### src/rtl/bre_pkg.sv
// shared constants and types for the bit-reverse and program-space address block
package bre_pkg;

  // register port widths
  localparam int unsigned REG_AW = 4;
  localparam int unsigned REG_DW = 16;

  // register offsets on the plain register port
  localparam logic [3:0] OFS_BITREV = 4'h0;
  localparam logic [3:0] OFS_TABLE_PAGE = 4'h1;
  localparam logic [3:0] OFS_VISPAG = 4'h2;
  localparam logic [3:0] OFS_MODE   = 4'h3;
  localparam logic [3:0] OFS_CORE   = 4'h4;
  localparam logic [3:0] OFS_STATUS = 4'h5;

  // field positions
  localparam int unsigned BITREV_ENABLE_BIT    = 15; // bitrev_enable in bitrev_control_reg
  localparam int unsigned XB_MSB      = 14; // bitrev_modifier is bits 14..0
  localparam int unsigned XMOD_BIT    = 15; // x circular enable in address_mode_control_reg
  localparam int unsigned BWM_LSB     = 8;  // bitrev_pointer_select, 4 bits
  localparam int unsigned XWM_LSB     = 0;  // x circular pointer select, 4 bits
  localparam int unsigned PSV_BIT     = 2;  // visibility_enable in core_control_reg
  localparam int unsigned TBL_CFG_BIT = 7;  // table page selects configuration space
  localparam int unsigned EA_WIN_BIT  = 15; // ea bit that opens the visibility window

  // pointer select value meaning "no pointer"
  localparam logic [3:0] NO_POINTER = 4'hF;

  // reset values
  localparam logic [15:0] RST_BITREV = 16'h0000;
  localparam logic [15:0] RST_MODE   = 16'h0F0F;
  localparam logic [15:0] RST_CORE   = 16'h0000;
  localparam logic [7:0]  RST_PAGE   = 8'h00;
  localparam logic [23:0] RST_PC     = 24'h00_0000;

  // program counter step per 24-bit program word
  localparam logic [23:0] PC_STEP = 24'h00_0002;

  // indirect addressing modes presented by the pipeline
  typedef enum logic [2:0] {
    AM_DIRECT   = 3'h0,
    AM_IND      = 3'h1,
    AM_POST_DEC = 3'h2,
    AM_POST_INC = 3'h3,
    AM_PRE_DEC  = 3'h4,
    AM_PRE_INC  = 3'h5,
    AM_REG_OFS  = 3'h6,
    AM_LIT_OFS  = 3'h7
  } bre_amode_t;

  // program-space access sequencer states
  typedef enum logic [1:0] {
    PS_IDLE  = 2'h0,
    PS_FETCH = 2'h1,
    PS_EXTRA = 2'h2,
    PS_DONE  = 2'h3
  } bre_pstate_t;

endpackage

### src/rtl/bre_revadd.sv
// reversed-carry adder for bit-reversed pointer updates
`timescale 1ns/1ps
module bre_revadd #(
  parameter int unsigned WIDTH = 15
) (
  // operands, word-index aligned
  input  wire logic [WIDTH-1:0] base,
  input  wire logic [WIDTH-1:0] modifier,
  // reversed-carry sum
  output logic      [WIDTH-1:0] sum
);

  // refuse widths the word-index path cannot hold
  if (WIDTH < 1 || WIDTH > 15) begin : g_bad_width
    $error("bre_revadd WIDTH must be 1 to 15");
  end

  logic [WIDTH-1:0] rev_base; // base, mirrored
  logic [WIDTH-1:0] rev_mod;  // modifier, mirrored
  logic [WIDTH-1:0] rev_sum;  // plain sum of mirrored operands

  // mirror operands and result per bit
  for (genvar i = 0; i < WIDTH; i++) begin : g_mirror
    assign rev_base[i] = base[WIDTH-1-i];
    assign rev_mod[i]  = modifier[WIDTH-1-i];
    assign sum[i]      = rev_sum[WIDTH-1-i];
  end

  // carries run msb toward lsb; carry out of bit 0 drops, so it wraps in the buffer
  assign rev_sum = rev_base + rev_mod;

endmodule

### src/rtl/bre_top.sv
// effective-address generator: bit-reversed writes, table reads, visibility window
// Overview of operation
// - bitrev needs pointer select not 15, enable, increment
// - only word writes, pre/post increment; else normal
// - pointer plus modifier; mode offset ignored
// - bitrev address lsb forced zero, modifier scaled
// - modifier is a 15-bit pivot field
// - bitrev beats circular on write generator only
// - table address is page above 16-bit ea
// - table page bit 7 selects configuration space
// - visibility address is page above ea 14..0
// - redirect only when ea bit 15 and enable
// - visibility reads return low 16 bits, read-only
// - visibility read stretches instruction one cycle
// - low table read: word or selected byte
// - high word read: bits 23..16, upper zero
// - high byte read: phantom byte reads zero
// - program counter steps two per program word
// - modifier added in reversed bit order
// - bitrev only in x write generator
//
// Added by the designer: the address-and-strobe port and the placing of the registers.
`timescale 1ns/1ps
module bre_top (
  // clock and reset
  input  wire logic                    core_clk,
  input  wire logic                    sys_rst,
  // register port
  input  wire logic [bre_pkg::REG_AW-1:0] reg_addr,
  input  wire logic [bre_pkg::REG_DW-1:0] reg_wdata,
  input  wire logic                    reg_wr,
  input  wire logic                    reg_rd,
  output logic      [bre_pkg::REG_DW-1:0] reg_rdata,
  // x address generator request
  input  wire logic                    agu_req,
  input  wire logic                    agu_write,
  input  wire logic                    agu_byte,
  input  wire bre_pkg::bre_amode_t     agu_mode,
  input  wire logic [3:0]              agu_reg,
  input  wire logic [15:0]             agu_ptr,
  input  wire logic [15:0]             agu_offset,
  // x address generator answer
  output logic                         ea_valid,
  output logic      [15:0]             ea_addr,
  output logic                         ptr_wb_en,
  output logic      [15:0]             ptr_wb_value,
  output logic                         ea_bitrev,
  output logic                         ea_modulo,
  // table read request
  input  wire logic                    tbl_req,
  input  wire logic                    tbl_high,
  input  wire logic                    tbl_byte,
  input  wire logic [15:0]             tbl_ea,
  // data read request for the visibility window
  input  wire logic                    dread_req,
  input  wire logic [15:0]             dread_ea,
  // program memory port
  output logic                         prog_rd,
  output logic      [23:0]             prog_addr,
  output logic                         prog_cfg,
  input  wire logic [23:0]             prog_rdata,
  // program-space read answer
  output logic                         psv_hit,
  output logic                         prog_data_valid,
  output logic      [15:0]             prog_data,
  output logic                         core_stall,
  // program counter
  input  wire logic                    pc_load,
  input  wire logic [23:0]             pc_load_value,
  input  wire logic                    pc_advance,
  output logic      [23:0]             pc
);
  import bre_pkg::*;
  // software-visible registers
  logic [15:0] bitrev_control;  // enable plus modifier
  logic [7:0]  table_page;      // upper table address byte
  logic [7:0]  visibility_page; // upper visibility address byte
  logic [15:0] mode_control;    // circular and bitrev pointer selects
  logic [15:0] core_control;    // visibility enable
  logic [15:0] next_bitrev_control, next_mode_control, next_core_control, next_reg_rdata;
  logic [7:0]  next_table_page, next_visibility_page;
  // sequencer state, used by status read
  bre_pstate_t state;
  logic        last_bitrev; // last ea was bit-reversed
  logic        last_psv;    // last program access was a window read
  // decoded configuration: enable, pivot, designated and circular pointers
  wire logic        bitrev_enable         = bitrev_control[BITREV_ENABLE_BIT];
  wire logic [14:0] bitrev_modifier       = bitrev_control[XB_MSB:0];
  wire logic [3:0]  bitrev_pointer_select = mode_control[BWM_LSB +: 4];
  wire logic [3:0]  xmod_select           = mode_control[XWM_LSB +: 4];
  wire logic        xmod_enable           = mode_control[XMOD_BIT];
  wire logic        visibility_enable     = core_control[PSV_BIT];
  // bitrev armed on some pointer; pointer 15 is the stack and never reverses
  wire logic        bitrev_cfg = bitrev_enable && (bitrev_pointer_select != NO_POINTER);
  // register writes and read mux; unmapped reads return zero
  always_comb begin
    next_bitrev_control  = bitrev_control;
    next_table_page      = table_page;
    next_visibility_page = visibility_page;
    next_mode_control    = mode_control;
    next_core_control    = core_control;
    next_reg_rdata       = 16'h0000;
    if (reg_wr) begin
      case (reg_addr)
        OFS_BITREV: next_bitrev_control  = reg_wdata;
        OFS_TABLE_PAGE: next_table_page      = reg_wdata[7:0];
        OFS_VISPAG: next_visibility_page = reg_wdata[7:0];
        OFS_MODE:   next_mode_control    = reg_wdata;
        OFS_CORE:   next_core_control    = {13'h0000, reg_wdata[PSV_BIT], 2'h0};
        default:    ; // read-only or unmapped: write dropped
      endcase
    end
    if (reg_rd) begin
      case (reg_addr)
        OFS_BITREV: next_reg_rdata = bitrev_control;
        OFS_TABLE_PAGE: next_reg_rdata = {8'h00, table_page};
        OFS_VISPAG: next_reg_rdata = {8'h00, visibility_page};
        OFS_MODE:   next_reg_rdata = mode_control;
        OFS_CORE:   next_reg_rdata = core_control;
        OFS_STATUS: next_reg_rdata = {11'h000, table_page[TBL_CFG_BIT], bitrev_cfg,
                                      last_psv, last_bitrev, (state != PS_IDLE)};
        default:    next_reg_rdata = 16'h0000;
      endcase
    end
  end
  // register file flops
  always_ff @(posedge core_clk or posedge sys_rst) begin
    if (sys_rst) begin
      bitrev_control  <= RST_BITREV;
      table_page      <= RST_PAGE;
      visibility_page <= RST_PAGE;
      mode_control    <= RST_MODE;
      core_control    <= RST_CORE;
      reg_rdata       <= 16'h0000;
    end else begin
      bitrev_control  <= next_bitrev_control;
      table_page      <= next_table_page;
      visibility_page <= next_visibility_page;
      mode_control    <= next_mode_control;
      core_control    <= next_core_control;
      reg_rdata       <= next_reg_rdata;
    end
  end
  // address generator
  logic [14:0] rev_sum; // reversed-carry word index
  logic        next_ea_valid, next_ptr_wb_en, next_ea_bitrev, next_ea_modulo, next_last_bitrev;
  logic [15:0] next_ea_addr, next_ptr_wb_value;
  wire logic        incr_mode = (agu_mode == AM_PRE_INC) || (agu_mode == AM_POST_INC);
  wire logic [15:0] plain_sum = agu_ptr + agu_offset; // pointer plus mode offset
  // bit-reversed only for the designated pointer, word writes, increment modes
  wire logic        br_hit = bitrev_cfg && (agu_reg == bitrev_pointer_select)
                             && agu_write && !agu_byte && incr_mode;
  // write generator loses circular mode while bitrev is armed; reads keep it
  wire logic        mod_hit = xmod_enable && (xmod_select != NO_POINTER)
                              && (agu_reg == xmod_select) && !(agu_write && bitrev_cfg);
  // modifier aligned to word index: scaled to a byte step
  bre_revadd #(.WIDTH(15)) u_revadd (
    .base     (agu_ptr[15:1]),
    .modifier (bitrev_modifier),
    .sum      (rev_sum)
  );
  // next ea, write-back and flags
  always_comb begin
    next_ea_valid     = agu_req;
    next_ea_addr      = ea_addr;
    next_ptr_wb_en    = 1'b0;
    next_ptr_wb_value = ptr_wb_value;
    next_ea_bitrev    = 1'b0;
    next_ea_modulo    = 1'b0;
    next_last_bitrev  = last_bitrev;
    if (agu_req) begin
      next_ea_bitrev   = br_hit;
      next_ea_modulo   = mod_hit;
      next_last_bitrev = br_hit;
      if (br_hit) begin
        // mode offset ignored, lsb always clear
        next_ptr_wb_en    = 1'b1;
        next_ptr_wb_value = {rev_sum, 1'b0};
        next_ea_addr = (agu_mode == AM_PRE_INC) ? {rev_sum, 1'b0} : {agu_ptr[15:1], 1'b0};
      end else begin
        case (agu_mode)
          AM_PRE_INC, AM_PRE_DEC: begin
            next_ea_addr      = plain_sum;
            next_ptr_wb_en    = 1'b1;
            next_ptr_wb_value = plain_sum;
          end
          AM_POST_INC, AM_POST_DEC: begin
            next_ea_addr      = agu_ptr;
            next_ptr_wb_en    = 1'b1;
            next_ptr_wb_value = plain_sum;
          end
          AM_REG_OFS, AM_LIT_OFS: next_ea_addr = plain_sum; // pointer unchanged
          default:                next_ea_addr = agu_ptr;   // direct, plain indirect
        endcase
      end
    end
  end
  // address generator flops
  always_ff @(posedge core_clk or posedge sys_rst) begin
    if (sys_rst) begin
      ea_valid     <= 1'b0;
      ea_addr      <= 16'h0000;
      ptr_wb_en    <= 1'b0;
      ptr_wb_value <= 16'h0000;
      ea_bitrev    <= 1'b0;
      ea_modulo    <= 1'b0;
      last_bitrev  <= 1'b0;
    end else begin
      ea_valid     <= next_ea_valid;
      ea_addr      <= next_ea_addr;
      ptr_wb_en    <= next_ptr_wb_en;
      ptr_wb_value <= next_ptr_wb_value;
      ea_bitrev    <= next_ea_bitrev;
      ea_modulo    <= next_ea_modulo;
      last_bitrev  <= next_last_bitrev;
    end
  end
  // program-space access sequencer
  bre_pstate_t next_state;
  // captured request: high read, byte mode, byte select (ea bit 0), window read
  logic        op_high, op_byte, op_bsel, op_psv;
  logic        next_op_high, next_op_byte, next_op_bsel, next_op_psv;
  logic        next_prog_rd, next_prog_cfg, next_psv_hit, next_prog_data_valid;
  logic        next_core_stall, next_last_psv;
  logic [23:0] next_prog_addr;
  logic [15:0] next_prog_data;
  // table wins a tie; requests seen while busy are dropped
  always_comb begin
    next_state           = state;
    next_op_high         = op_high;
    next_op_byte         = op_byte;
    next_op_bsel         = op_bsel;
    next_op_psv          = op_psv;
    next_prog_rd         = 1'b0;
    next_prog_addr       = prog_addr;
    next_prog_cfg        = prog_cfg;
    next_psv_hit         = 1'b0;
    next_prog_data_valid = 1'b0;
    next_prog_data       = prog_data;
    next_core_stall      = core_stall;
    next_last_psv        = last_psv;
    case (state)
      PS_IDLE: begin
        if (tbl_req) begin
          next_prog_addr  = {table_page, tbl_ea};
          next_prog_cfg   = table_page[TBL_CFG_BIT];
          next_prog_rd    = 1'b1;
          next_op_high    = tbl_high;
          next_op_byte    = tbl_byte;
          next_op_bsel    = tbl_ea[0];
          next_op_psv     = 1'b0;
          next_last_psv   = 1'b0;
          next_core_stall = 1'b1;
          next_state      = PS_FETCH;
        end else if (dread_req && dread_ea[EA_WIN_BIT] && visibility_enable) begin
          // user space only: bit 23 held low
          next_prog_addr  = {1'b0, visibility_page, dread_ea[14:0]};
          next_prog_cfg   = 1'b0;
          next_prog_rd    = 1'b1;
          next_op_psv     = 1'b1;
          next_last_psv   = 1'b1;
          next_psv_hit    = 1'b1;
          next_core_stall = 1'b1;
          next_state      = PS_FETCH;
        end
      end
      PS_FETCH: begin
        // a window read issues a second fetch, which costs the extra cycle
        next_prog_rd = op_psv;
        next_state   = op_psv ? PS_EXTRA : PS_DONE;
      end
      PS_EXTRA: next_state = PS_DONE;
      PS_DONE: begin
        next_prog_data_valid = 1'b1;
        next_core_stall      = 1'b0;
        next_state           = PS_IDLE;
        if (op_psv || (!op_high && !op_byte)) begin
          next_prog_data = prog_rdata[15:0];
        end else if (!op_high) begin
          next_prog_data = {8'h00, op_bsel ? prog_rdata[15:8] : prog_rdata[7:0]};
        end else if (op_byte && op_bsel) begin
          next_prog_data = 16'h0000;
        end else begin
          next_prog_data = {8'h00, prog_rdata[23:16]};
        end
      end
      default: next_state = PS_IDLE;
    endcase
  end
  // sequencer flops
  always_ff @(posedge core_clk or posedge sys_rst) begin
    if (sys_rst) begin
      state           <= PS_IDLE;
      op_high         <= 1'b0;
      op_byte         <= 1'b0;
      op_bsel         <= 1'b0;
      op_psv          <= 1'b0;
      prog_rd         <= 1'b0;
      prog_addr       <= 24'h00_0000;
      prog_cfg        <= 1'b0;
      psv_hit         <= 1'b0;
      prog_data_valid <= 1'b0;
      prog_data       <= 16'h0000;
      core_stall      <= 1'b0;
      last_psv        <= 1'b0;
    end else begin
      state           <= next_state;
      op_high         <= next_op_high;
      op_byte         <= next_op_byte;
      op_bsel         <= next_op_bsel;
      op_psv          <= next_op_psv;
      prog_rd         <= next_prog_rd;
      prog_addr       <= next_prog_addr;
      prog_cfg        <= next_prog_cfg;
      psv_hit         <= next_psv_hit;
      prog_data_valid <= next_prog_data_valid;
      prog_data       <= next_prog_data;
      core_stall      <= next_core_stall;
      last_psv        <= next_last_psv;
    end
  end
  // program counter: load wins over advance, bit 0 kept clear
  logic [23:0] next_pc;
  always_comb begin
    next_pc = pc_load ? {pc_load_value[23:1], 1'b0} : (pc_advance ? pc + PC_STEP : pc);
  end
  // program counter flop
  always_ff @(posedge core_clk or posedge sys_rst) begin
    if (sys_rst) begin
      pc <= RST_PC;
    end else begin
      pc <= next_pc;
    end
  end
endmodule

### config.mk
export PLATFORM = sky130hd
export DESIGN_NAME = bre_top
export DESIGN_NICKNAME = d
export VERILOG_FILES = /design/src/rtl/bre_pkg.sv /design/src/rtl/bre_revadd.sv /design/src/rtl/bre_top.sv
export SDC_FILE = /design/constraint.sdc
export NUM_CORES = 1
export LEC_CHECK = 0
export BUFFER_PORTS_ARGS = -buffer_cell sky130_fd_sc_hd__buf_2
export CORE_MARGIN = 2
export CORE_UTILIZATION = 53
export DETAILED_ROUTE_END_ITERATION = 10
export GPL_ROUTABILITY_DRIVEN = 0
export HOLD_SLACK_MARGIN = 0.02
export PLACE_DENSITY = 0.89
export SLEW_MARGIN = 20
export SYNTH_ARGS = -nofsm -noshare
export SYNTH_HDL_FRONTEND = slang
export SYNTH_SLANG_ARGS = --single-unit
### constraint.sdc
create_clock -name core_clk -period 6.9 [get_ports core_clk]
set_input_delay 0.345 -clock core_clk [delete_from_list [all_inputs] [get_ports core_clk]]
set_output_delay 0.345 -clock core_clk [all_outputs]
set_load 0.005 [all_outputs]
# After elaboration in Yosys (flattened, before gate mapping)
# Index checks and enable logic that the tools add are counted.
[totals] regBits=177 in_bits=152 out_inout_bits=121 word_cells=121
[op_classes] add_sub_neg=3 n_eq_ne=19 mux=36 reduce_logical=37
[op_table] op="two-way mux 16 bit" n=7
[op_table] op="two-way mux 24 bit" n=4
[op_table] op="one-hot mux 16 bit (6 select lines)" n=1
[op_table] op="adder 24 x 2 -> 24 bit, second input constant" n=1
[op_table] op="two-way mux 8 bit" n=3
[op_table] op="AND reduction 2 bit" n=9
[op_table] op="adder 16 bit" n=1
[op_table] op="two-way mux 1 bit" n=16
[op_table] op="adder 15 bit" n=1
[op_table] op="logical AND 1 bit" n=13
[op_table] op="equality test 3 bit, second input constant" n=4
[op_table] op="nonzero test 2 bit" n=5
[op_table] op="equality test 4 x 2 -> 1 bit, second input constant" n=2
[op_table] op="equality test 4 x 3 -> 1 bit, second input constant" n=2
[op_table] op="equality test 4 bit" n=2
[op_table] op="inequality test 4 bit, second input constant" n=2
[op_table] op="one-hot mux 2 bit (4 select lines)" n=1
[op_table] op="OR reduction 4 bit" n=2
[op_table] op="equality test 3 x 2 -> 1 bit, second input constant" n=2
[op_table] op="equality test 2 bit, second input constant" n=2
[op_table] op="equality test 4 x 1 -> 1 bit, second input constant" n=1
[op_table] op="zero test 1 bit" n=4
[op_table] op="zero test 4 bit" n=1
[op_table] op="two-way mux 2 bit" n=2
[op_table] op="5 further kinds" n=7

# Longest topological paths before layout
# Gate-level depths: netlist of run 1.
[depth] ltp_word=8 ltp_mapped=9 depth_no_buf=9

# Cells and area by module
# From an unflattened synthesis of run 1, not the netlist that was laid out.
[unflattened] cells_unflattened=964 area_unflattened_um2=9552.9
[modules_own_cells] mod="bre_top" n_inst=1 cells_each=886 area_per_inst_um2=8944.8 seq_area_each_um2=4389.2
[modules_own_cells] mod="bre_revadd" n_inst=1 cells_each=78 area_per_inst_um2=608.1 seq_area_each_um2=0.0

# Worst setup path before layout of run 1
# OpenSTA, ideal clock, no wires.
[synth_timing] path_type="register to register" start="reg bitrev_control[14]" end="reg ea_addr[7]" setup_ns=0.119 t_arrival_ns=2.217 t_required_ns=6.781 setup_slack_ns=4.564 path_stages_with_launch=10 path_buffers=0 path_cell_list="dfrtp_1 ha_1 fa_1 a211oi_1 o21bai_1 a2111oi_0 a21oi_1 xnor2_1 o221ai_1 o21a_1"
[synth_between] elab_chain_cells=3
[synth_lines] item="start, declared" line_no="bre_top.sv:75" source="logic [15:0] bitrev_control;"
[synth_lines] item="start signal, assigned" line_no="bre_top.sv:136" source="bitrev_control <= next_bitrev_control;"
[synth_lines] item="adder 15 bit" line_no="bre_revadd.sv:30" source="assign rev_sum = rev_base + rev_mod;"
[synth_lines] item="two-way mux 16 bit" line_no="bre_top.sv:179" source="next_ea_addr = (agu_mode == AM_PRE_INC) ? {rev_sum, 1'b0} : {agu_ptr[15:1], 1'b0};"
[synth_lines] item="two-way mux 16 bit" line_no="bre_top.sv:175" source="if (br_hit) begin"
[synth_lines] item="end signal, assigned" line_no="bre_top.sv:210" source="ea_addr <= next_ea_addr;"
[synth_lines] item="end, declared" line_no="bre_top.sv:44" source="output logic [15:0] ea_addr,"
# No other way between the ends.
# A chain may end at the register's enable or synchronous reset.

# Worst setup path after layout of run 1
# Same ends and word-level chain as after synthesis.

==> flow_metrics.env, run 1 <==
export IMPL_part_of_the_power_in_the_clock_network_pct=28.9
export IMPL_areaGrowthSynthToFinish_pct=22.1
export IMPL_hold_viol_final=0
export IMPL_cp_required_ns=7.22
export IMPL_biggest_area_contributors_in_the_synthesized_netlist="dfrtp_1 (44%), mux2_2 (6.4%), nand2_1 (4.8%)"
export IMPL_worst_slew_pin_transition_ns=0.867
export IMPL_core_region_area_mm2=0.0178
export IMPL_synth_enable_flop_cells=0
export IMPL_placed_cells_incl_taps=1419
export IMPL_fin_hold_ws_ns=0.0951
export IMPL_via_density_per_instance=5.78
export IMPL_die_w_um=138
export IMPL_ant_nets=0
export IMPL_worst_ep_arrival_time_ns=3.00
export IMPL_p_sw_share_pct=33.6
export IMPL_seq_area_frac_synth_pct=46.0
export IMPL_postSynth_topFlopCell="dfrtp_1"
export IMPL_worst_r2r_startpoint="bitrev_control[14]"
export IMPL_timing_critical_path_to_type="register"
export IMPL_design_die_area_mm2=0.0191
export IMPL_antenna_violations_before_repair=1
export IMPL_f_max_mhz=372
export IMPL_hp_class="input pin to asynchronous set/reset pin"
export IMPL_cts_max_path_buffers=2
export IMPL_postLayoutCellArea_mm2=0.0117
export IMPL_finalCritPeriodShare_pct=38.9
export IMPL_grt_first_pass_wirelength_mm=41.1
export IMPL_comb_power_share_pct=29.5
export IMPL_grt_start_max_net_pins=94
export IMPL_num_fill_cells=1443
export IMPL_violation_count_after_the_first_detailed_routing_iteration=630
export IMPL_largest_reg_flops=24
export IMPL_compound_gate_fraction_of_synth_area_pct=15.5
export IMPL_drive_gt1_share_pct=32.2
export IMPL_num_vias=8388
export IMPL_seq_power_share_pct=41.6
export IMPL_p_int_mw=2.35
export IMPL_placement_rows=49
export IMPL_clkLatencyLatePin_ns=0.43
export IMPL_post_cts_setup_buffers=0
export IMPL_number_of_unique_standard_cell_types_used_by_synthesis=69
export IMPL_synth_simple_gate_area_share_pct=15.1
export IMPL_htree_levels=4
export IMPL_pwr_density_cell_mw_per_mm2=304
export IMPL_post_synth_instance_area_mm2=0.00955
export IMPL_vertical_die_dimension_um=138
export IMPL_post_cts_resized=0
export IMPL_synth_mux_area_fraction_pct=10.1
export IMPL_path_depth_of_the_worst_reg2reg_path=9
export IMPL_count_of_state_elements_after_synthesis=175
export IMPL_clk_pin_slew_worst_paths_ns=0.07
export IMPL_net_count_after_synthesis=1151
export IMPL_grtUsageMet1_pct=35.8
export IMPL_final_period_minus_worst_setup_slack_ns=2.68
export IMPL_cp_class="register to register"
export IMPL_finalSetupViolations=0
export IMPL_routed_wirelength_mm=25.5
export IMPL_sum_of_overflow_across_all_layers_after_global_routing=0
export IMPL_postSynth_asyncResetShare_pct=100
export IMPL_final_setup_skew_ns=0.0112
export IMPL_pin_count=273
export IMPL_top_regs="prog_addr (24), pc (23)"
export IMPL_num_nets_final=1396
export IMPL_ys_warn_count=0
export IMPL_dominant_combinational_cell_family_by_area_after_synthesis="compound AO/OA/AOI/OAI gates"
export IMPL_use_met3_pct=4.12
export IMPL_synth_fa_ha_area_share_pct=4.74
export IMPL_slew_limit_headroom_pct=42.2
export IMPL_setup_tns_ns=0
export IMPL_setup_worst_path_start_class="register"
export IMPL_slew_violations=0
export IMPL_max_flop_register="prog_addr"
export IMPL_static_leakage_power_nw=5.58
export IMPL_grt_setup_unrepaired="no"
export IMPL_cts_tree="built"
export IMPL_cts_hold_repair_buffers=0
export IMPL_netlist_instances=964
export IMPL_fraction_of_synthesized_cell_area_taken_by_the_top_area_cell_type_pct=43.8
export IMPL_initial_core_util_pct=53.5
export IMPL_cts_buffers_inserted=17
export IMPL_layoutNonFillerInstCount=1452
export IMPL_wire_per_inst_um=17.5
export IMPL_drc_errors=0
export IMPL_crit_path_max_fanout=3
export IMPL_status="complete, no violations"
export IMPL_ir_drop_mv=0.205
export IMPL_grt_usage_pct=26.5
export IMPL_post_synth_top_area_cell="dfrtp_1"
export IMPL_r2r_end="ea_addr[7]"
export IMPL_detailedPlacementHpwl_mm=19.0
export IMPL_buffers_added_on_ports=270
export IMPL_length_of_the_first_detailed_routing_pass_in_iterations=5
export IMPL_busiest_layer="met2"
export IMPL_placement_cell_area_mm2=0.0110
export IMPL_maximum_capacitance_violations=0
export IMPL_total_switching_power_mw=1.19
export IMPL_post_synth_cell_area_avg_um2=9.90
export IMPL_first_global_vias=8075
export IMPL_yosys_area_share_xor_xnor_pct=5.05
export IMPL_grtUsageMet2_pct=42.9
export IMPL_setup_reg_to_reg_worst_slack_ns=4.22
export IMPL_clock_sinks=175
export IMPL_cts_root_buffer="clkbuf_16"
export IMPL_fin_util_pct=65.3
synthesized netlist by cell type, types with 6 or more instances:
master / instances
and3_1: 14
nor2_1: 63
mux2i_1: 36
a31oi_1: 21
nor2b_1: 8
o221ai_1: 8
a22oi_1: 15
mux2_2: 54
o21ai_1: 6
nand2b_1: 7
inv_1: 29
buf_2: 10
dfrtp_1: 167
a21oi_1: 59
ha_1: 33
nor3_1: 11
nand4_1: 10
nand2_1: 121
xnor2_1: 24
o21ai_0: 77
a222oi_1: 8
dfstp_2: 8
nand3_1: 23
clkbuf_1: 29
nor3b_1: 9
xor2_1: 31
area by class of cell:
class	instances	area (µm²)	area share, %
multi-input cells	711	4830	41.5
flip-flops and latches	175	4390	37.7
repair buffers	275	1390	12.0
clock buffers	20	457	3.92
well taps	229	287	2.46
clock inverters	12	176	1.51
inverters	29	114	0.977
diodes	1	2.50	0.0215
worst max-delay path by stage:
| stage | startpoint | to | cells past startpoint |
|---|---|---|---|
| after global routing | bitrev_control[14] | ea_addr[7] | 9 |
| after global placement | agu_req | ptr_wb_value[15] | 6 |
| after CTS | bitrev_control[14] | ea_addr[7] | 9 |
| final | bitrev_control[14] | ea_addr[7] | 9 |
| after floorplan | sys_rst | bitrev_control[0] | 1 |
| after detailed placement | agu_ptr[15] | ea_addr[7] | 10 |
power by group through the flow:
stage / Clock, mW / Combinational [mW] / Sequential [mW]
after floorplan: 0 / 0.681 / 1.45
after global placement: 0 / 1.00 / 1.48
after detailed placement: 0 / 1.04 / 1.49
after CTS: 1.04 / 1.05 / 1.47
after global routing: 1.09 / 1.18 / 1.51
final: 1.02 / 1.05 / 1.48
through the flow:
stage               worst slack (ns)  total power [mW]
floorplan                       1.82              2.13
global placement                4.23              2.48
detailed placement              4.18              2.54
CTS                             4.21              3.56
global route                    4.10              3.77
finish                          4.22              3.55
worst max-delay path, stage by stage, from the launching register on:
cell       delay [ns]
dfrtp_1          0.40
ha_1             0.22
fa_1             0.45
a211oi_1         0.26
o21bai_1         0.16
a2111oi_0        0.48
a21oi_1          0.10
xnor2_1          0.22
o221ai_1         0.17
o21a_1           0.13
cells in the final DEF, fill, tap and decap left out, types with 17 or more instances in the layout:
| master | synthesis | routed |
|---|---|---|
| o21ai_0 | 77 | 76 |
| buf_2 | 10 | 270 |
| nor2_1 | 63 | 63 |
| xor2_1 | 31 | 31 |
| xnor2_1 | 24 | 24 |
| ha_1 | 33 | 33 |
| mux2_2 | 54 | 54 |
| nand2_1 | 121 | 121 |
| nand3_1 | 23 | 23 |
| inv_1 | 29 | 28 |
| a31oi_1 | 21 | 21 |
| a21oi_1 | 59 | 59 |
| clkbuf_16 | 0 | 17 |
| mux2i_1 | 36 | 36 |
| dfrtp_1 | 167 | 167 |
layer usage:
metal / share of wire (%) / vias up
met5: 0 / -
met4: 3.1 / 0
met3: 6.7 / 61
li1: - / 3934
met2: 48 / 389
met1: 42 / 4004
cells by family after synthesis:
| family | after synthesis |
|---|---|
| multiplexers | 90 |
| buffers and inverters | 78 |
| other | 1 |
| flip-flops | 175 |
| adder cells (fa/ha/maj) | 35 |
| AO/OA/AOI/OAI | 239 |
| XOR/XNOR | 55 |
| AND/OR/NAND/NOR | 291 |
(Power assumes the default switching activity.)
==> run 2: changes to the inputs <==
- ABC_AREA: not set -> 1
- CORE_UTILIZATION: 53 -> 49
- PLACE_DENSITY: 0.89 -> 0.86
- clock period: 6.9 -> 2.25 ns (I/O delays scaled with it)
==> run 2 against run 1 <==
Effect of this change:
- design area increased by 18%
- critical path depth decreased by 2
- clock power increased to 3.0 times the previous value
- clock-buffer cell count decreased by 2
- power increased to 3.2 times the previous value
- core utilization about the same
- wire length increased by 46%
- clock skew increased by 0.011 ns
- non-clock buffer count increased by 107
- fmax increased by 21%
==> flow_metrics.env, run 2 <==
export IMPL_slew_limit_headroom_pct=28.6
export IMPL_netlist_instances=1466
export IMPL_min_to="prog_data[1]"
export IMPL_grt_setup_unrepaired="no"
export IMPL_mostFrequentLayoutCell="nand2_1"
export IMPL_areaGrowthSynthToFinish_pct=30.7
export IMPL_detailedPlacementHpwl_mm=25.3
export IMPL_ir_drop_mv=0.575
export IMPL_first_global_vias=11400
export IMPL_cts_max_path_buffers=2
export IMPL_die_w_um=150
export IMPL_fin_util_pct=65.3
export IMPL_postSynth_topFlopCell="dfrtp_1"
export IMPL_r2r_end="pc[11]"
export IMPL_path_depth_of_the_worst_reg2reg_path=7
export IMPL_num_nets_final=2005
export IMPL_final_setup_skew_ns=0.0221
export IMPL_num_vias=11900
export IMPL_timing_hold_worst_start="prog_rdata[1]"
export IMPL_clock_sinks=175
export IMPL_worst_slew_pin_transition_ns=1.06
export IMPL_grt_first_pass_wirelength_mm=58.2
export IMPL_num_fill_cells=1638
export IMPL_cts_buffers_inserted=17
export IMPL_htree_levels=4
export IMPL_antenna_violations_before_repair=4
export IMPL_clk_pin_slew_worst_paths_ns=0.08
export IMPL_sequential_cell_area_mm2=0.00439
export IMPL_via_density_per_instance=5.66
export IMPL_synthTopCellsByCount="nand2_1 (456), inv_1 (179), dfrtp_1 (167)"
export IMPL_grt_usage_pct=32.8
export IMPL_seq_area_frac_synth_pct=41.8
export IMPL_setup_worst_path_start_class="register"
export IMPL_drc_errors=0
export IMPL_max_flop_register="prog_addr"
export IMPL_cp_required_ns=2.50
export IMPL_timing_critical_path_to_type="register"
export IMPL_top_regs="prog_addr (24), pc (23)"
export IMPL_cts_root_buffer="clkbuf_16"
export IMPL_grt_start_max_net_pins=49
export IMPL_routed_wirelength_mm=37.1
export IMPL_synth_enable_flop_cells=0
export IMPL_postSynth_asyncResetShare_pct=100
export IMPL_setup_tns_ns=0
export IMPL_maximum_capacitance_violations=0
export IMPL_final_cell_mix="nand2_1 (456), buf_2 (270), inv_1 (178), dfrtp_1 (167), nand3_1 (143)"
export IMPL_final_period_minus_worst_setup_slack_ns=2.22
export IMPL_pwr_density_cell_mw_per_mm2=834
export IMPL_vertical_die_dimension_um=150
export IMPL_core_region_area_mm2=0.0210
export IMPL_f_max_mhz=450
export IMPL_worst_r2r_startpoint="pc[5]"
export IMPL_ant_nets=0
export IMPL_post_synth_instance_area_mm2=0.0105
export IMPL_hp_class="input pin to register"
export IMPL_hold_viol_final=0
export IMPL_post_synth_cell_area_avg_um2=7.16
export IMPL_setup_reg_to_reg_worst_slack_ns=0.03
export IMPL_yosys_cell_count_top_type="nand2_1"
export IMPL_clkLatencyLatePin_ns=0.45
export IMPL_length_of_the_first_detailed_routing_pass_in_iterations=8
export IMPL_slew_violations=0
export IMPL_crit_path_max_fanout=5
export IMPL_cts_tree="built"
export IMPL_initial_core_util_pct=50.0
export IMPL_placement_rows=53
export IMPL_hold_depth=3
export IMPL_finalSetupViolations=0
export IMPL_design_die_area_mm2=0.0226
export IMPL_net_count_after_synthesis=1653
export IMPL_worst_ep_arrival_time_ns=2.47
export IMPL_power_mw=11.4
export IMPL_multiInputGateArea_mm2=0.00521
export IMPL_status="complete, no violations"
export IMPL_pin_count=273
export IMPL_biggest_area_contributors_in_the_synthesized_netlist="dfrtp_1 (40%), nand2_1 (16%), nand3_1 (6.8%)"
export IMPL_cp_class="register to register"
export IMPL_post_synth_top_area_cell="dfrtp_1"
export IMPL_ys_warn_count=0
export IMPL_finalCritPeriodShare_pct=98.8
export IMPL_number_of_unique_standard_cell_types_used_by_synthesis=46
export IMPL_fraction_of_synthesized_cell_area_taken_by_the_top_area_cell_type_pct=39.8
export IMPL_violation_count_after_the_first_detailed_routing_iteration=1078
export IMPL_static_leakage_power_nw=7.21
export IMPL_count_of_state_elements_after_synthesis=175
export IMPL_wire_per_inst_um=17.6
export IMPL_largest_reg_flops=24
export IMPL_drive_gt1_share_pct=19.0
export IMPL_buffers_added_on_ports=270
export IMPL_sum_of_overflow_across_all_layers_after_global_routing=0
-- run 2: layout make-up --
type                            instances  share of cell area [%]
Clock buffer                           18                    3.13
Sequential cell                       175                    32.0
Inverter                              182                    5.01
Antenna cell                            5                  0.0912
Multi-Input combinational cell       1060                    38.0
Clock inverter                         14                    1.22
Timing Repair Buffer                  382                    18.1
Tap cell                              275                    2.51
-- run 2: power by group --
part	switching, mW	internal [mW]
combinational	2.36	1.52
sequential	0.617	3.92
clock	1.43	1.59
-- run 2: metal layers --
| metal | vias up | track usage, % | wire [µm] |
|---|---|---|---|
| met5 | - | 0.909 | 8 |
| met4 | 2 | 19.5 | 2470 |
| met3 | 215 | 8.64 | 3710 |
| met2 | 812 | 52.6 | 17200 |
| met1 | 5420 | 39.5 | 13700 |
| li1 | 5490 | - | - |
-- run 2: critical path: stages, from the launching register on --
cell and delay [ns]:
dfrtp_1 0.44, nand2_1 0.18, inv_1 0.13, nand3_1 0.08, nor2_1 0.15, nand2_1 0.08
xor2_1 0.15, o21ai_0 0.83
-- run 2: worst max path at each step --
stage | from | endpoint | slack [ns] | cells past startpoint
after global routing | mode_control[9] | ea_addr[3] | 0.02 | 11
after floorplan | sys_rst | bitrev_control[0] | -0.09 | 1
final | pc[5] | pc[11] | 0.03 | 7
after CTS | bitrev_control[14] | ea_addr[7] | 0.22 | 12
after global placement | bitrev_control[14] | ea_addr[7] | 0.25 | 12
after detailed placement | reg_addr[3] | mode_control[7] | 0.21 | 6
-- run 2: logic make-up after synthesis --
kind of cell	count (synthesis)	share of synthesized area, %
AOI/OAI and AO/OA	236	12.9
xor gates and xnor gates	18	1.50
adders and majority gates	35	4.31
buffers and inverters	231	8.61
DFF	175	41.8
muxes	3	0.310
other	1	0.0357
and+or+nand+nor	767	30.6
-- run 2: repair_timing --
item	in CTS	in global routing
setup buffers	0	0
hold buffers	91	0
endpoints found under the hold margin	118	0
endpoints found under the setup margin	0	1
gates resized for setup	0	1
-- run 2: stage by stage --
step | cells | hold WS, ns | worst slack (ns) | instance area (µm²)
after floorplan | 1466 | 0.144 | -0.0946 | 10500
after global placement | 1983 | 0.292 | 0.252 | 12200
after detailed placement | 1983 | 0.296 | 0.206 | 12200
after CTS | 2106 | 0.0232 | 0.221 | 13700
after global routing | 2107 | 0.0558 | 0.0177 | 13700
final | 2111 | 0.0490 | 0.0268 | 13700
==> run 3: changes to the inputs <==
- ABC_AREA: 1 -> not set
- CORE_UTILIZATION: 49 -> 48
- REMOVE_ABC_BUFFERS: not set -> 1
==> run 3 against run 2 <==
Effect of this change:
- the flow now finishes with violations (negative setup slack)
- sequential power about the same
- clock-buffer cell count did not move
- first-iteration DRC count down 45%
- sequential share of layout area up 2.2 points
- setup slack got worse by 0.084 ns
- design area decreased by 6.4%
- clock skew decreased by 0.014 ns
- fmax down 3.6%
- global-route usage decreased by 5.1 points
- wire length decreased by 20%
- worst hold slack lost 0.015 ns
- sequential cell count unchanged
==> flow_metrics.env, run 3 (synthesis gave the netlist of run 1 again) <==
export IMPL_worst_slew_pin_transition_ns=0.692
export IMPL_setup_worst_path_start_class="register"
export IMPL_finalCritPeriodShare_pct=103
export IMPL_design_die_area_mm2=0.0210
export IMPL_cp_required_ns=2.57
export IMPL_finalSetupViolations=7
export IMPL_power_mw=11.1
export IMPL_postLayoutSetupSlackWorst_ns=-0.0571
export IMPL_status="finished, violations left"
export IMPL_sum_of_overflow_across_all_layers_after_global_routing=0
export IMPL_num_nets_final=1511
export IMPL_core_region_area_mm2=0.0195
export IMPL_grt_setup_unrepaired="yes"
export IMPL_grt_start_max_net_pins=71
export IMPL_drc_errors=0
export IMPL_grt_first_pass_wirelength_mm=46.6
export IMPL_slew_limit_headroom_pct=53.8
export IMPL_placement_cell_area_mm2=0.0113
export IMPL_length_of_the_first_detailed_routing_pass_in_iterations=5
export IMPL_num_vias=9033
export IMPL_clock_sinks=175
export IMPL_final_cell_mix="buf_2 (270), dfrtp_1 (167), nand2_1 (120), dlygate4sd3_1 (86), o21ai_0 (73)"
export IMPL_mostFrequentLayoutCell="buf_2"
export IMPL_top_regs="prog_addr (24), pc (23)"
export IMPL_crit_path_max_fanout=3
export IMPL_clkLatencyLatePin_ns=0.43
export IMPL_drive_gt1_share_pct=32.6
export IMPL_cts_tree="built"
export IMPL_cts_max_path_buffers=2
export IMPL_fin_util_pct=66.0
export IMPL_f_max_mhz=433
export IMPL_postLayoutCellArea_mm2=0.0128
export IMPL_timing_critical_path_to_type="register"
export IMPL_grt_usage_pct=27.7
export IMPL_placement_rows=51
export IMPL_pwr_density_cell_mw_per_mm2=861
export IMPL_hold_viol_final=0
export IMPL_largest_stage_delay_on_the_critical_path_ns=0.39
export IMPL_placed_cells_incl_taps=1483
export IMPL_ant_nets=0
export IMPL_cp_class="register to register"
export IMPL_cp_top_family="compound AO/OA/AOI/OAI gates"
export IMPL_multiInputGateArea_mm2=0.00491
export IMPL_fin_hold_ws_ns=0.0341
export IMPL_worst_path_max_delay_cell="dfrtp_1"
export IMPL_worstPathBufferInverterCount=0
export IMPL_cts_root_buffer="clkbuf_16"
export IMPL_static_leakage_power_nw=6.09
export IMPL_areaGrowthSynthToFinish_pct=34.6
export IMPL_first_global_vias=8963
export IMPL_clk_pin_slew_worst_paths_ns=0.07
export IMPL_routed_wirelength_mm=29.6
export IMPL_via_density_per_instance=5.63
export IMPL_vertical_die_dimension_um=145
export IMPL_layoutNonFillerInstCount=1605
export IMPL_ir_drop_mv=0.522
export IMPL_num_fill_cells=1493
export IMPL_max_flop_register="prog_addr"
export IMPL_cts_buffers_inserted=17
export IMPL_slew_violations=0
export IMPL_final_setup_skew_ns=0.00838
export IMPL_crit_chain="ha_2 -> fa_2 -> a211oi_2 -> o21bai_2 -> a2111oi_2 -> a21oi_1 -> xnor2_1 -> o221ai_1 -> o21a_1"
export IMPL_largest_reg_flops=24
export IMPL_maximum_capacitance_violations=0
export IMPL_wire_per_inst_um=18.4
export IMPL_sequential_cell_area_mm2=0.00439
export IMPL_final_period_minus_worst_setup_slack_ns=2.31
export IMPL_worst_ep_arrival_time_ns=2.63
export IMPL_violations_in_the_final_reports="negative setup slack"
export IMPL_detailedPlacementHpwl_mm=20.8
export IMPL_hp_class="input pin to register"
export IMPL_htree_levels=4
export IMPL_violation_count_after_the_first_detailed_routing_iteration=588
export IMPL_buffers_added_on_ports=270
export IMPL_die_w_um=145
export IMPL_pin_count=273
export IMPL_initial_core_util_pct=49.1
export IMPL_antenna_violations_before_repair=3
[run 3: report_power, final]
group	switching (mW)	internal, mW
logic	1.93	1.67
clock network	1.36	1.57
registers	0.601	3.93
total	3.89	7.17
[run 3: final cells by class]
| type | instances | share of cell area [%] |
|---|---|---|
| diodes | 3 | 0.0584 |
| clock buffers | 18 | 3.34 |
| clock inverters | 14 | 1.18 |
| inverters | 29 | 0.886 |
| multi-input cells | 711 | 38.2 |
| flip-flops and latches | 175 | 34.2 |
| well taps | 265 | 2.58 |
| repair buffers | 390 | 19.6 |
[run 3: timing repair]
item,in CTS,in global routing
pin swaps,13,6
gates resized for setup,8,10
hold buffers,85,1
endpoints found under the hold margin,164,1
setup endpoints to repair,11,15
buffers inserted,1,0
cloned,0,0
[run 3: worst min-delay path, stage by stage]
cell	delay [ns]
buf_2	0.08
a21oi_1	0.09
a21oi_1	0.14
[run 3: routing by layer]
layer / up-vias / wire length (µm) / track usage, %
met1: 4328 / 11700 / 33.9
met2: 422 / 14600 / 46.7
met3: 100 / 2020 / 5.88
li1: 4183 / - / -
met5: - / 0 / 0
met4: 0 / 1300 / 13.2
[run 3: worst paths after layout]
path                                          from         endpoint  slack [ns]  cells past startpoint
worst max-delay path            bitrev_control[14]       ea_addr[7]       -0.06                      9
worst min-delay path                 prog_rdata[7]     prog_data[7]        0.03                      3
worst max register to register  bitrev_control[14]       ea_addr[7]       -0.06                      9
worst min register to register        prog_addr[8]     prog_addr[8]        0.48                      2
max in group asynchronous                  sys_rst  mode_control[0]        1.18                      4
min in group asynchronous                  sys_rst        ptr_wb_en        0.36                      3
[run 3: through the flow]
stage / setup TNS (ns) / setup slack [ns]
2_1_floorplan: -467.50 / -2.59
3_3_place_gp: -0.415 / -0.175
3_5_place_dp: -1.94 / -0.370
4_1_cts: -0.154 / -0.0660
5_1_grt: -1.55 / -0.210
6_report: -0.237 / -0.0571
